--- config.mk ---
export PLATFORM = sky130hd
export DESIGN_NAME = status_word_transfer
export DESIGN_NICKNAME = d
export VERILOG_FILES = /design/src/hdl/status_xfer_pkg.sv /design/src/hdl/status_word_transfer.sv /design/src/hdl/cond_check.sv
export SDC_FILE = /design/constraint.sdc
export NUM_CORES = 1
export LEC_CHECK = 0
export BUFFER_PORTS_ARGS = -buffer_cell sky130_fd_sc_hd__buf_2
export CORE_ASPECT_RATIO = 1.75
export CORE_MARGIN = 10
export CORE_UTILIZATION = 35
export CTS_CLUSTER_DIAMETER = 50
export DETAILED_ROUTE_END_ITERATION = 6
export PLACE_DENSITY = 0.64
export SLEW_MARGIN = 15
export SYNTH_ARGS = -nofsm -noshare
export SYNTH_HDL_FRONTEND = slang
export SYNTH_SLANG_ARGS = --single-unit
--- constraint.sdc ---
create_clock -name clk_in -period 2.6 [get_ports clk_in]
set_input_delay 0 -clock clk_in [delete_from_list [all_inputs] [get_ports clk_in]]
set_output_delay 0 -clock clk_in [all_outputs]
set_load 0.01 [all_outputs]
--- src/hdl/status_xfer_pkg.sv ---
package status_xfer_pkg;

   // ----------------------------------------------------------------
   // instruction field positions
   // ----------------------------------------------------------------
   localparam int COND_HI = 31;
   localparam int COND_LO = 28;
   localparam int IMM_SEL_BIT = 25;
   localparam int TARGET_SEL_BIT = 22;
   localparam int WRITE_OP_BIT = 21;
   localparam int LANE_HI = 19;
   localparam int LANE_LO = 16;
   localparam int DEST_HI = 15;
   localparam int DEST_LO = 12;
   localparam int ROT_HI = 11;
   localparam int ROT_LO = 8;
   localparam int IMM8_HI = 7;
   localparam int IMM8_LO = 0;
   localparam int SRC_HI = 3;
   localparam int SRC_LO = 0;

   // ----------------------------------------------------------------
   // opcode matching: fixed bits of both instructions
   // ----------------------------------------------------------------
   localparam logic [31:0] READ_MATCH_MASK = 32'h0fb0_0000;
   localparam logic [31:0] READ_MATCH_VAL = 32'h0100_0000;
   localparam logic [31:0] WRITE_MATCH_MASK = 32'h0db0_0000;
   localparam logic [31:0] WRITE_MATCH_VAL = 32'h0120_0000;
   localparam logic [7:0] REG_FORM_ZERO_MASK = 8'hf0; // bits 7:4 of unshifted register form

   // ----------------------------------------------------------------
   // permission masks, newest version
   // ----------------------------------------------------------------
   localparam logic [31:0] V6_UNASSIGNED = 32'h06f0_fc00;
   localparam logic [31:0] V6_UNPRIV = 32'hf80f_0200;
   localparam logic [31:0] V6_SUPER = 32'h0000_01df;
   localparam logic [31:0] V6_EXEC_ISA = 32'h0100_0020;

   // ----------------------------------------------------------------
   // permission masks, dsp-extended fifth version
   // ----------------------------------------------------------------
   localparam logic [31:0] V5_UNASSIGNED = 32'h07ff_ff00;
   localparam logic [31:0] V5_UNPRIV = 32'hf800_0000;
   localparam logic [31:0] V5_SUPER = 32'h0000_000f;
   localparam logic [31:0] V5_EXEC_ISA = 32'h0000_0020;

   // ----------------------------------------------------------------
   // legacy lane encodings and modes
   // ----------------------------------------------------------------
   localparam logic [3:0] LANES_ALL = 4'h9;
   localparam logic [3:0] LANES_FLAGS = 4'h8;
   localparam logic [3:0] LANES_CTRL = 4'h1;
   localparam logic [4:0] MODE_USER = 5'h10;
   localparam logic [4:0] MODE_SYSTEM = 5'h1f;
   localparam logic [31:0] STATUS_RESET = 32'h0000_00d3;
   localparam logic [31:0] SAVED_RESET = 32'h0000_0000;

   typedef enum logic {VER_DSP5, VER_NEWEST} arch_ver_t;

   // permission mask set travelling together
   typedef struct packed {
      logic [31:0] unassigned_bits_pattern;
      logic [31:0] unprivileged_writable_bits;
      logic [31:0] supervisor_writable_bits;
      logic [31:0] exec_isa_bits;
   } perm_masks_t;

   // register file write request
   typedef struct packed {
      logic valid;
      logic [3:0] index;
      logic [31:0] data;
   } gpr_write_t;

   // condition decode flags
   typedef struct packed {
      logic n;
      logic z;
      logic c;
      logic v;
   } flags_t;

endpackage : status_xfer_pkg

--- src/hdl/status_word_transfer.sv ---
//
// Behaviour
// - status read copies current or saved status word into destination register.
// - saved-word read in user or system mode is undefined; flagged, no register or status word written.
// - instruction bit 22 selects current (0) or saved (1) status word.
// - bit 25 high takes rotated immediate, else register in low four bits.
// - immediate operand is 8-bit value rotated right by twice rotate field.
// - lane field bits 16 to 19 select control, extension, status, flags.
// - each set lane bit n gives all-ones byte n in byte mask.
// - operand hitting unassigned bits is unpredictable; flagged, no defined result.
// - newest version uses its four permission mask constants.
// - dsp fifth version uses its four permission mask constants.
// - privileged current write: isa bits unpredictable, else unpriv or super mask.
// - user-mode current write limited to unprivileged writable bits.
// - masked bits take operand, all other bits keep old value.
// - saved write mask includes unpriv, super and isa bits; needs saved word.
// - saved write in user or system mode is unpredictable; no update made.
// - legacy names encode lanes as 1001, 1000 and 0001.
// - only immediate and unshifted register operand forms are valid.
//
module status_word_transfer
   import status_xfer_pkg::*;
(
   input wire logic clk_in,
   input wire logic reset_in,
   input wire logic instr_valid_in,
   input wire logic [31:0] instr_in,
   input wire logic [31:0] source_gpr_in,
   input wire arch_ver_t arch_ver_in,
   output logic [3:0] source_index_out,
   output gpr_write_t gpr_write_out,
   output logic [31:0] current_status_word_out,
   output logic [31:0] saved_status_word_out,
   output logic unpredictable_out
);

   // ----------------------------------------------------------------
   // architectural state
   // ----------------------------------------------------------------
   logic [31:0] current_status_word;
   logic [31:0] saved_status_word;
   logic [3:0] source_index;
   gpr_write_t gpr_write;
   logic unpredictable;

   // ----------------------------------------------------------------
   // field extraction
   // ----------------------------------------------------------------
   wire [3:0] cond_field = instr_in[COND_HI:COND_LO];
   wire imm_form = instr_in[IMM_SEL_BIT];
   wire target_saved = instr_in[TARGET_SEL_BIT];
   wire [3:0] lane_field = instr_in[LANE_HI:LANE_LO];
   wire [3:0] dest_index = instr_in[DEST_HI:DEST_LO];
   wire [3:0] rot_field = instr_in[ROT_HI:ROT_LO];
   wire [7:0] imm8 = instr_in[IMM8_HI:IMM8_LO];

   // ----------------------------------------------------------------
   // decode and mode
   // ----------------------------------------------------------------
   wire is_read = ((instr_in & READ_MATCH_MASK) == READ_MATCH_VAL);
   wire is_write = ((instr_in & WRITE_MATCH_MASK) == WRITE_MATCH_VAL);
   wire [4:0] mode = current_status_word[4:0];
   wire in_user = (mode == MODE_USER);
   wire has_saved = !in_user && (mode != MODE_SYSTEM);
   flags_t cur_flags;
   assign cur_flags = flags_t'(current_status_word[31:28]);

   logic cond_pass;
   cond_check cond_unit
   (
      .cond_in(cond_field),
      .flags_in(cur_flags),
      .pass_out(cond_pass)
   );

   wire go = instr_valid_in && cond_pass;
   wire read_go = go && is_read;
   wire write_go = go && is_write;

   // ----------------------------------------------------------------
   // operand formation
   // ----------------------------------------------------------------
   wire [4:0] rot_amt = {rot_field, 1'b0};
   wire [63:0] imm_dbl = {24'h000000, imm8, 24'h000000, imm8};
   wire [63:0] imm_shift = imm_dbl >> rot_amt;
   wire [31:0] imm_operand = imm_shift[31:0];
   wire [31:0] operand = imm_form ? imm_operand : source_gpr_in;
   wire bad_form = !imm_form && ((instr_in[IMM8_HI:IMM8_LO] & REG_FORM_ZERO_MASK) != 8'h00);

   // ----------------------------------------------------------------
   // permission mask selection by version
   // ----------------------------------------------------------------
   perm_masks_t masks;
   assign masks = (arch_ver_in == VER_NEWEST) ?
      perm_masks_t'({V6_UNASSIGNED, V6_UNPRIV, V6_SUPER, V6_EXEC_ISA}) :
      perm_masks_t'({V5_UNASSIGNED, V5_UNPRIV, V5_SUPER, V5_EXEC_ISA});

   // ----------------------------------------------------------------
   // byte mask expansion, one lane per byte
   // ----------------------------------------------------------------
   logic [31:0] byte_mask;
   genvar lane;
   generate
      for (lane = 0; lane < 4; lane++)
      begin : g_lane
         assign byte_mask[lane*8 +: 8] = {8{lane_field[lane]}};
      end
   endgenerate

   // ----------------------------------------------------------------
   // effective masks and unpredictable cases
   // ----------------------------------------------------------------
   wire hits_unassigned = |(operand & masks.unassigned_bits_pattern);
   wire hits_isa = |(operand & masks.exec_isa_bits);
   wire [31:0] cur_mask_priv = byte_mask & (masks.unprivileged_writable_bits
      | masks.supervisor_writable_bits);
   wire [31:0] cur_mask_user = byte_mask & masks.unprivileged_writable_bits;
   wire [31:0] cur_mask = in_user ? cur_mask_user : cur_mask_priv;
   wire [31:0] saved_mask = byte_mask & (masks.unprivileged_writable_bits
      | masks.supervisor_writable_bits | masks.exec_isa_bits);
   wire priv_isa_bad = !target_saved && !in_user && hits_isa;
   wire saved_bad = target_saved && !has_saved;
   wire read_bad = instr_in[TARGET_SEL_BIT] && !has_saved;
   wire write_bad = hits_unassigned || priv_isa_bad || saved_bad || bad_form;

   // ----------------------------------------------------------------
   // next status words: masked merge
   // ----------------------------------------------------------------
   wire cur_wr = write_go && !target_saved && !write_bad;
   wire sav_wr = write_go && target_saved && !write_bad;
   wire [31:0] next_current = cur_wr ?
      ((current_status_word & ~cur_mask) | (operand & cur_mask)) : current_status_word;
   wire [31:0] next_saved = sav_wr ?
      ((saved_status_word & ~saved_mask) | (operand & saved_mask)) : saved_status_word;

   // ----------------------------------------------------------------
   // register file write for the read instruction
   // ----------------------------------------------------------------
   wire read_ok = read_go && !read_bad;
   wire [31:0] read_value = instr_in[TARGET_SEL_BIT] ? saved_status_word : current_status_word;
   gpr_write_t next_gpr_write;
   assign next_gpr_write = '{valid: read_ok, index: dest_index, data: read_value};
   wire next_unpredictable = (read_go && read_bad) || (write_go && write_bad);

   // ----------------------------------------------------------------
   // state update
   // ----------------------------------------------------------------
   always_ff @(posedge clk_in)
   begin
      if (reset_in)
      begin
         current_status_word <= STATUS_RESET;
         saved_status_word <= SAVED_RESET;
         gpr_write <= '0;
         unpredictable <= 1'b0;
         source_index <= 4'h0;
      end
      else
      begin
         current_status_word <= next_current;
         saved_status_word <= next_saved;
         gpr_write <= next_gpr_write;
         unpredictable <= next_unpredictable;
         source_index <= instr_in[SRC_HI:SRC_LO];
      end
   end

   // ----------------------------------------------------------------
   // outputs
   // ----------------------------------------------------------------
   assign current_status_word_out = current_status_word;
   assign saved_status_word_out = saved_status_word;
   assign gpr_write_out = gpr_write;
   assign unpredictable_out = unpredictable;
   assign source_index_out = source_index;

   // ----------------------------------------------------------------
   // assertions
   // ----------------------------------------------------------------
   AST_READ_COPY: assert property (@(posedge clk_in) disable iff (reset_in)
      read_ok |=> gpr_write.valid && gpr_write.data == $past(read_value))
      else $error("status read value wrong");

   AST_READ_BAD_QUIET: assert property (@(posedge clk_in) disable iff (reset_in)
      (read_go && read_bad) |=> !gpr_write.valid && unpredictable)
      else $error("bad saved read wrote register");

   AST_TARGET_CURRENT: assert property (@(posedge clk_in) disable iff (reset_in)
      (write_go && !target_saved) |=> $stable(saved_status_word))
      else $error("current write touched saved word");

   AST_IMM_OPERAND: assert property (@(posedge clk_in) disable iff (reset_in)
      (cur_wr && imm_form && lane_field == 4'h8)
      |=> current_status_word[31:27] == $past(imm_operand[31:27]))
      else $error("immediate flags not written");

   AST_BYTE_MASK: assert property (@(posedge clk_in) disable iff (reset_in)
      (cur_wr && !lane_field[0]) |=> current_status_word[7:0] == $past(current_status_word[7:0]))
      else $error("unselected control lane changed");

   AST_UNASSIGNED: assert property (@(posedge clk_in) disable iff (reset_in)
      (write_go && hits_unassigned) |=> unpredictable && $stable(current_status_word))
      else $error("unassigned write took effect");

   AST_USER_LIMIT: assert property (@(posedge clk_in) disable iff (reset_in)
      (write_go && !target_saved && in_user)
      |=> (current_status_word & ~$past(masks.unprivileged_writable_bits))
      == ($past(current_status_word) & ~$past(masks.unprivileged_writable_bits)))
      else $error("user write changed privileged bits");

   AST_SAVED_BAD: assert property (@(posedge clk_in) disable iff (reset_in)
      (write_go && saved_bad) |=> $stable(saved_status_word) && unpredictable)
      else $error("saved write without saved word");

   AST_COND_FAIL: assert property (@(posedge clk_in) disable iff (reset_in)
      (instr_valid_in && !cond_pass) |=> !gpr_write.valid && $stable(current_status_word)
      && $stable(saved_status_word))
      else $error("failed condition changed state");

   // index of a read
   AST_READ_INDEX: assert property (@(posedge clk_in) disable iff (reset_in)
      read_ok |=> gpr_write.index == $past(dest_index))
      else $error("read index wrong");

   // saved word read
   AST_READ_SAVED: assert property (@(posedge clk_in) disable iff (reset_in)
      (read_ok && target_saved) |=> gpr_write.data == $past(saved_status_word))
      else $error("saved read wrong");

   // current word read
   AST_READ_CURRENT: assert property (@(posedge clk_in) disable iff (reset_in)
      (read_ok && !target_saved) |=> gpr_write.data == $past(current_status_word))
      else $error("current read wrong");

   // reads leave both words
   AST_READ_KEEPS: assert property (@(posedge clk_in) disable iff (reset_in)
      read_go |=> $stable(current_status_word) && $stable(saved_status_word))
      else $error("read changed a status word");

   // saved target spares current
   AST_TARGET_SAVED: assert property (@(posedge clk_in) disable iff (reset_in)
      (write_go && target_saved) |=> $stable(current_status_word))
      else $error("saved write touched current word");

   // register operand, current
   AST_REG_CURRENT: assert property (@(posedge clk_in) disable iff (reset_in)
      (cur_wr && !imm_form)
      |=> (current_status_word & $past(cur_mask)) == ($past(source_gpr_in) & $past(cur_mask)))
      else $error("register operand not in current");

   // register operand, saved
   AST_REG_SAVED: assert property (@(posedge clk_in) disable iff (reset_in)
      (sav_wr && !imm_form)
      |=> (saved_status_word & $past(saved_mask)) == ($past(source_gpr_in) & $past(saved_mask)))
      else $error("register operand not in saved");

   // even right rotation
   AST_ROTATE: assert property (@(posedge clk_in) disable iff (reset_in)
      (write_go && imm_form) |-> imm_operand == (({24'h000000, imm8} >> rot_amt)
      | ({24'h000000, imm8} << (6'd32 - {1'b0, rot_amt}))))
      else $error("immediate rotation wrong");

   // immediate into saved word
   AST_IMM_SAVED: assert property (@(posedge clk_in) disable iff (reset_in)
      (sav_wr && imm_form)
      |=> (saved_status_word & $past(saved_mask)) == ($past(imm_operand) & $past(saved_mask)))
      else $error("immediate not in saved word");

   // extension lane off
   AST_LANE_EXT: assert property (@(posedge clk_in) disable iff (reset_in)
      (cur_wr && !lane_field[1]) |=> current_status_word[15:8] == $past(current_status_word[15:8]))
      else $error("extension lane changed");

   // status lane off
   AST_LANE_STATUS: assert property (@(posedge clk_in) disable iff (reset_in)
      (cur_wr && !lane_field[2]) |=> current_status_word[23:16] == $past(current_status_word[23:16]))
      else $error("status lane changed");

   // flags lane off
   AST_LANE_FLAGS: assert property (@(posedge clk_in) disable iff (reset_in)
      (cur_wr && !lane_field[3]) |=> current_status_word[31:24] == $past(current_status_word[31:24]))
      else $error("flags lane changed");

   // saved control lane off
   AST_SAVED_LANE: assert property (@(posedge clk_in) disable iff (reset_in)
      (sav_wr && !lane_field[0]) |=> saved_status_word[7:0] == $past(saved_status_word[7:0]))
      else $error("saved control lane changed");

   // newest version bounds
   AST_V6_BOUNDS: assert property (@(posedge clk_in) disable iff (reset_in)
      (cur_wr && arch_ver_in == VER_NEWEST) |=> (current_status_word & ~(V6_UNPRIV | V6_SUPER))
      == ($past(current_status_word) & ~(V6_UNPRIV | V6_SUPER)))
      else $error("newest write beyond its masks");

   // fifth version bounds
   AST_V5_BOUNDS: assert property (@(posedge clk_in) disable iff (reset_in)
      (cur_wr && arch_ver_in == VER_DSP5) |=> (current_status_word & ~(V5_UNPRIV | V5_SUPER))
      == ($past(current_status_word) & ~(V5_UNPRIV | V5_SUPER)))
      else $error("fifth write beyond its masks");

   // newest saved bounds
   AST_V6_SAVED: assert property (@(posedge clk_in) disable iff (reset_in)
      (sav_wr && arch_ver_in == VER_NEWEST)
      |=> (saved_status_word & ~(V6_UNPRIV | V6_SUPER | V6_EXEC_ISA))
      == ($past(saved_status_word) & ~(V6_UNPRIV | V6_SUPER | V6_EXEC_ISA)))
      else $error("saved write beyond its masks");

   // isa bits in privileged write
   AST_PRIV_ISA: assert property (@(posedge clk_in) disable iff (reset_in)
      (write_go && priv_isa_bad) |=> unpredictable && $stable(current_status_word))
      else $error("isa write took effect");

   // unmasked current bits kept
   AST_MERGE_KEEP: assert property (@(posedge clk_in) disable iff (reset_in)
      cur_wr |=> (current_status_word & ~$past(cur_mask))
      == ($past(current_status_word) & ~$past(cur_mask)))
      else $error("unmasked current bit changed");

   // unmasked saved bits kept
   AST_MERGE_SAVED: assert property (@(posedge clk_in) disable iff (reset_in)
      sav_wr |=> (saved_status_word & ~$past(saved_mask))
      == ($past(saved_status_word) & ~$past(saved_mask)))
      else $error("unmasked saved bit changed");

   // legacy flags-only form
   AST_LEGACY_FLAGS: assert property (@(posedge clk_in) disable iff (reset_in)
      (cur_wr && lane_field == LANES_FLAGS) |=> current_status_word[23:0] == $past(current_status_word[23:0]))
      else $error("flags form changed low bytes");

   // legacy all form, flags and control lanes only
   AST_LEGACY_ALL: assert property (@(posedge clk_in) disable iff (reset_in)
      (cur_wr && lane_field == LANES_ALL) |=> current_status_word[23:8] == $past(current_status_word[23:8]))
      else $error("all form changed middle bytes");

   // legacy control-only form
   AST_LEGACY_CTRL: assert property (@(posedge clk_in) disable iff (reset_in)
      (cur_wr && lane_field == LANES_CTRL) |=> current_status_word[31:8] == $past(current_status_word[31:8]))
      else $error("control form changed high bytes");

   // shifted register forms refused
   AST_BAD_FORM: assert property (@(posedge clk_in) disable iff (reset_in)
      (write_go && bad_form)
      |=> unpredictable && $stable(current_status_word) && $stable(saved_status_word))
      else $error("bad operand form took effect");

   // idle cycles change nothing
   AST_IDLE_QUIET: assert property (@(posedge clk_in) disable iff (reset_in)
      !instr_valid_in |=> !gpr_write.valid && !unpredictable
      && $stable(current_status_word) && $stable(saved_status_word))
      else $error("idle cycle changed state");

endmodule // status_word_transfer

--- src/hdl/cond_check.sv ---
// condition field evaluation against the current flags
module cond_check
   import status_xfer_pkg::*;
(
   input wire logic [3:0] cond_in,
   input wire flags_t flags_in,
   output logic pass_out
);

   // ----------------------------------------------------------------
   // base condition then optional inversion by the low bit
   // ----------------------------------------------------------------
   logic base;
   always_comb
   begin
      unique case (cond_in[3:1])
         3'h0: base = flags_in.z;
         3'h1: base = flags_in.c;
         3'h2: base = flags_in.n;
         3'h3: base = flags_in.v;
         3'h4: base = flags_in.c & ~flags_in.z;
         3'h5: base = (flags_in.n == flags_in.v);
         3'h6: base = ~flags_in.z & (flags_in.n == flags_in.v);
         3'h7: base = 1'b1;
      endcase
   end

   // 1111 is treated as not executed for these instructions
   assign pass_out = (cond_in == 4'hf) ? 1'b0 : (base ^ (cond_in[0] & (cond_in[3:1] != 3'h7)));

endmodule // cond_check

==> impl_metrics.ini, run 1 <==
[outcome]
outcome = complete, no violations

[critical_path]
path_max_fanout = 9
crit_path_end_kind = flip-flop
worstSetupPathType = input port to flip-flop
cp.required_ns = 2.81
rrSetupSlack_ns = 0.08
worstPathArrival_ns = 2.74
start_kind = input port
r2r_cells = 7

[timing]
slew_headroom_pct = 51.9
slew_violations = 0
max_freq_mhz = 396
rsz0062_at_grt = false
setup_violations = 0
skew_ns = 0.00473
fin_crit_ns = 2.52
worst_pin_slew_ns = 0.712
finalHoldViolations = 0
setup_tns_ns = 0
period_share_pct = 97.1

[global_routing]
antenna_found_initial = 0
gr-total-overflow = 0
grt_pass1_wl_um = 23200
grt_pass1_vias = 4383
grt_max_degree = 43
track_usage_pct = 17.8

[synthesis]
synth_area_leader_cell = dfxtp_1
synthCells = 472
synth_area_mm2 = 0.00407
ys_seq_area_share_pct = 33.5
synth_area_leaders = dfxtp_1 33%, mux2i_1 11%, buf_4 7.2%
synth_most_common_cell = dfxtp_1
syn_avg_cell_area_um2 = 8.62
yosys_warnings = 0
synth_edf_count = 0
synth_cell_type_count = 68
synth_async_sr_flop_share_pct = 0
synth_top_area_share_pct = 33.5
ys_ff_latch = 68
ys.flop_type = dfxtp_1
synth_commonest_cells = 68 x dfxtp_1, 46 x nand2_1, 44 x mux2i_1, 39 x buf_4, 38 x nor2_1

[power]
ir_drop_uv = 378
p_leak_uw = 0.00252
finalPower_uw = 2730
swShare_pct = 25.8
seq_power_share_pct = 38.7
combPwrFrac_pct = 16.1
power.internal_uw = 2020
clock_power_share_pct = 45.2
power_density_mw_per_mm2 = 511
p_sw_uw = 704

[drt]
drtIter0Drc = 235
drtPass1Iterations = 5
vias = 4122
ant_nets = 0
routed_wl_um = 14900
drc = 0
viasPerCell = 5.33
wl_per_cell_um = 19.3

[clock_network]
cts_tree = built
insertion_delay_ns = 0.34
numCtsBuffers = 9
cts.path.max_buffers = 2
cts_sinks = 68
clock-root-buffer = clkbuf_16
cts_max_level = 3
path_clk_slew_ns = 0.05

[floorplanning]
coreArea_mm2 = 0.0115
rows = 52
start_util_pct = 35.5
num_io_pins = 174
dieArea_mm2 = 0.0165
die_width_um = 101
fp.dieH_um = 163

[layout]
final_area_mm2 = 0.00533
utilization_pct = 46.6
drive_gt1_share_pct = 32.7
antenna_cells = 0
final_cells = 774
nets = 702
syn_to_final_growth_pct = 31.1

[place]
placed_cells = 748
dp_hpwl_um = 12300
io_buffers = 135
gp_congestion = 0.922
placed_area_mm2 = 0.00492

[hold_path]
hold_class = input port to flip-flop
min-delay-start = instr_in[17]
min_path_cells = 3

[run]
drv_cap = 0
[worst max-delay path: stages]
cell           delay (ns)
dlygate4sd3_1        0.52
buf_2                0.17
mux4_2               0.53
a32oi_1              0.34
and4_4               0.29
and3_4               0.20
or4b_4               0.52
mux2i_1              0.15
[per-stage QoR]
step / setup WS [ns] / hold WS, ns
finish: 0.0765 / 0.0112
global route: 0.00329 / 0.00730
CTS: 0.0547 / 0.00734
detailed placement: -0.0239 / 0.213
global placement: 0.0488 / 0.209
floorplan: 0.0265 / 0.0783
[layout make-up]
type / instances / area [um2]
Tap cell: 135 / 169
Clock buffer: 12 / 256
Timing Repair Buffer: 181 / 1060
Clock inverter: 4 / 47.5
Inverter: 8 / 30.0
Sequential cell: 68 / 1370
Fill cell: 1153 / 6120
Multi-Input combinational cell: 366 / 2410
[timing repair]
item	in CTS	in global routing
setup endpoints to repair	5	13
hold buffers	10	0
pin swaps	0	1
hold endpoints to repair	13	0
resized for setup	1	3
buffers inserted	0	0
[how the worst max path moves through the flow]
stage          depth (start not counted)   endpoint         from
6_report                               8  flip-flop  instr_in[1]
3_5_place_dp                           7  flip-flop    flip-flop
2_1_floorplan                          8  flip-flop    flip-flop
3_3_place_gp                           7  flip-flop    flip-flop
4_1_cts                                7  flip-flop    flip-flop
5_1_grt                                8  flip-flop  instr_in[1]
[power by group through the flow]
| stage | combinational (uW) | clock, uW | sequential (uW) |
|---|---|---|---|
| after detailed placement | 417 | 0 | 1080 |
| after CTS | 431 | 1250 | 1060 |
| after global placement | 414 | 0 | 1080 |
| after floorplan | 273 | 0 | 1080 |
| after global routing | 474 | 1290 | 1050 |
| final | 438 | 1230 | 1050 |
[cells in the final DEF, fill, tap and decap left out, types with 3 or more instances in the layout]
cell type / n
buf_4: 35
clkbuf_16: 9
nand2b_1: 9
dfxtp_1: 66
a21oi_1: 24
mux2_2: 4
nand2_1: 46
nand4_1: 5
o31ai_1: 4
and4_1: 5
nor4bb_1: 8
nor2_1: 38
and3_1: 4
a22oi_1: 3
mux2i_1: 43
a221o_1: 3
buf_2: 135
dlygate4sd3_1: 10
a311oi_1: 3
nor2b_1: 16
and4b_1: 3
nor3_1: 7
o21ai_0: 10
a211oi_1: 8
a31oi_1: 4
inv_1: 7
o2bb2ai_1: 5
nand3_1: 10
and2_1: 9
nor3b_1: 3
or2_2: 4
a222oi_1: 3
conb_1: 38
nor4_1: 6
[cell families after synthesis]
family | synth area share, %
muxes | 13.4
other | 0.0922
DFF | 33.5
AOI/OAI and AO/OA | 16.5
and+or+nand+nor | 25.2
xor gates and xnor gates | 0.215
buffers and inverters | 11.2
[metal layers]
metal | vias to the layer above | global-route usage [%] | share of wire [%] | wire [um]
met5 | - | 0 | 0 | 0
met4 | 0 | 8.91 | 3.6 | 541
met3 | 31 | 4.89 | 8.0 | 1190
met2 | 203 | 32.2 | 53 | 7840
met1 | 1917 | 17.8 | 36 | 5360
li1 | 1971 | - | - | -
(Power assumes the default switching activity.)
==> run 2, diff against run 1 <==
Settings changed: CORE_UTILIZATION 35 to 44, PLACE_DENSITY 0.64 to 0.78.
==> run 2 against run 1 <==
  * Highest routed layer unchanged
  * Critical path depth is 1 higher
  * Clock skew about the same
  * Via count grew 1.2%
  * Non-clock buffer count unchanged
  * Largest cell class unchanged
  * Worst setup slack improved by 0.021 ns
  * Routed wire length shrank 4.9%
==> impl_metrics.ini, run 2 (synthesis results as in run 1) <==
[global_routing]
antenna_found_initial = 0
use_met1_pct = 19.2
gr-total-overflow = 0
grt_most_used_layer = met2
met3_usage_pct = 5.31
track_usage_pct = 20.2
grt_max_degree = 43
grt_pass1_vias = 4454
grtUsageMet2_pct = 37.1
grt_pass1_wl_um = 22300

[floorplanning]
fp.dieH_um = 147
die_width_um = 92.7
start_util_pct = 45.0
dieArea_mm2 = 0.0136
coreArea_mm2 = 0.00904
num_io_pins = 174
rows = 46

[timing]
slew_violations = 0
hold_slack_ns = 0.0330
rsz0062_at_grt = false
slew_headroom_pct = 60.0
fin_crit_ns = 2.50
period_share_pct = 96.3
skew_ns = 0.00491
max_freq_mhz = 400
finalHoldViolations = 0
worst_pin_slew_ns = 0.591
setup_violations = 0

[power]
p_leak_uw = 0.00251
swShare_pct = 26.1
p_sw_uw = 695
ir_drop_uv = 344
power.internal_uw = 1970
combPwrFrac_pct = 16.4
seq_power_share_pct = 39.6
power_density_mw_per_mm2 = 501
clock_power_share_pct = 44.1

[layout]
fillers = 805
syn_to_final_growth_pct = 30.6
drive_gt1_share_pct = 33.0
antenna_cells = 0
utilization_pct = 58.8
multi_input_area_mm2 = 0.00241
layout_common_cells = 135 x buf_2, 66 x dfxtp_1, 46 x nand2_1, 43 x mux2i_1
nets = 702
regArea_mm2 = 0.00137
final_common_cell = buf_2

[hold_path]
hold_class = input port to flip-flop
min-delay-start = instr_in[17]
min_path_cells = 3

[critical_path]
path_max_fanout = 7
crit_start = instr_in[2]
max_stage_delay_ns = 0.54
r2r_cells = 7
path_buf_inv = 2
crit_slowest_cell = mux4_2
cp.required_ns = 2.81
crit_path_end_kind = flip-flop
start_kind = input port
worstPathArrival_ns = 2.71
critPathTopFamily = simple AND/OR/NAND/NOR gates
worstSetupPathType = input port to flip-flop
rrSetupSlack_ns = 0.1
crit_chain = dlygate4sd3_1 > buf_2 > mux4_2 > a31oi_4 > or2_2 > and4_4 > and3_4 > or4b_4 > mux2i_1

[place]
dp_hpwl_um = 11400
io_buffers = 135
gp_congestion = 0.939

[outcome]
outcome = complete, no violations

[clock_network]
cts.path.max_buffers = 2
insertion_delay_ns = 0.32
clock-root-buffer = clkbuf_16
numCtsBuffers = 9
path_clk_slew_ns = 0.05
cts_sinks = 68
cts_tree = built
cts_max_level = 3

[drt]
drtIter0Drc = 201
ant_nets = 0
drc = 0
vias = 4173
drtPass1Iterations = 5
viasPerCell = 5.50
routed_wl_um = 14200
wl_per_cell_um = 18.7

[run]
drv_cap = 0
run 2: cell types whose count changed in the layout (fill, tap and decap cells not counted):
cell | previous run | this run
clkbuf_8 | 2 | 0
dlygate4sd3_1 | 10 | 9
clkinv_2 | 2 | 3
buf_12 | 1 | 2
and2_2 | 0 | 1
a211oi_2 | 0 | 1
a211oi_1 | 8 | 7
and2_1 | 9 | 8
clkbuf_1 | 1 | 2
run 2: stage by stage:
step	TNS, ns	power (uW)	cell area (um2)	instances	setup WS (ns)
floorplan	0	1360	4210	509	0.0265
global placement	0	1480	4890	731	0.0305
detailed placement	-0.231	1490	4890	731	-0.0516
CTS	0	2670	5270	756	0.0497
global route	0	2760	5310	759	0.00650
finish	0	2660	5310	759	0.0970
run 2: layer usage:
metal  routed length, um  part of all wire, %
met1                5160                   36
met2                7180                   51
met3                1040                  7.4
met4                 809                  5.7
met5                   0                    0
run 2: worst register-to-register path: stages (launching register included):
cell and delay [ns]:
dfxtp_4 0.38, nor3b_1 0.05, or4_1 0.54, o32ai_2 0.17, mux2i_2 0.32, and3_4 0.24, or4b_4 0.53, mux2i_1 0.15
run 2: how the worst max path moves through the flow:
stage                     depth (start not counted)  slack, ns        end
final                                             9        0.1  flip-flop
after global routing                              7      0.006  flip-flop
after CTS                                         7       0.05  flip-flop
after detailed placement                          7      -0.05  flip-flop
after global placement                            7       0.03  flip-flop
after floorplan                                   8       0.03  flip-flop
run 2: final cells by class:
type,instances,area share (%)
repair buffers,181,20.1
clock buffers,11,4.38
inverters,8,0.565
multi-input cells,366,45.4
well taps,120,2.83
flip-flops and latches,68,25.7
clock inverters,5,0.989
run 2: power by group through the flow:
stage,sequential (uW),combinational (uW),clock [uW]
after floorplan,1080,273,0
after global placement,1080,404,0
after detailed placement,1080,408,0
after CTS,1060,421,1190
after global routing,1060,471,1230
final,1050,436,1170
run 2: timing repair:
action	in CTS	in global routing
hold buffers	9	0
buffers inserted	0	3
pin swaps	0	3
setup endpoints to repair	5	16
gates resized for setup	1	5
hold endpoints to repair	11	0
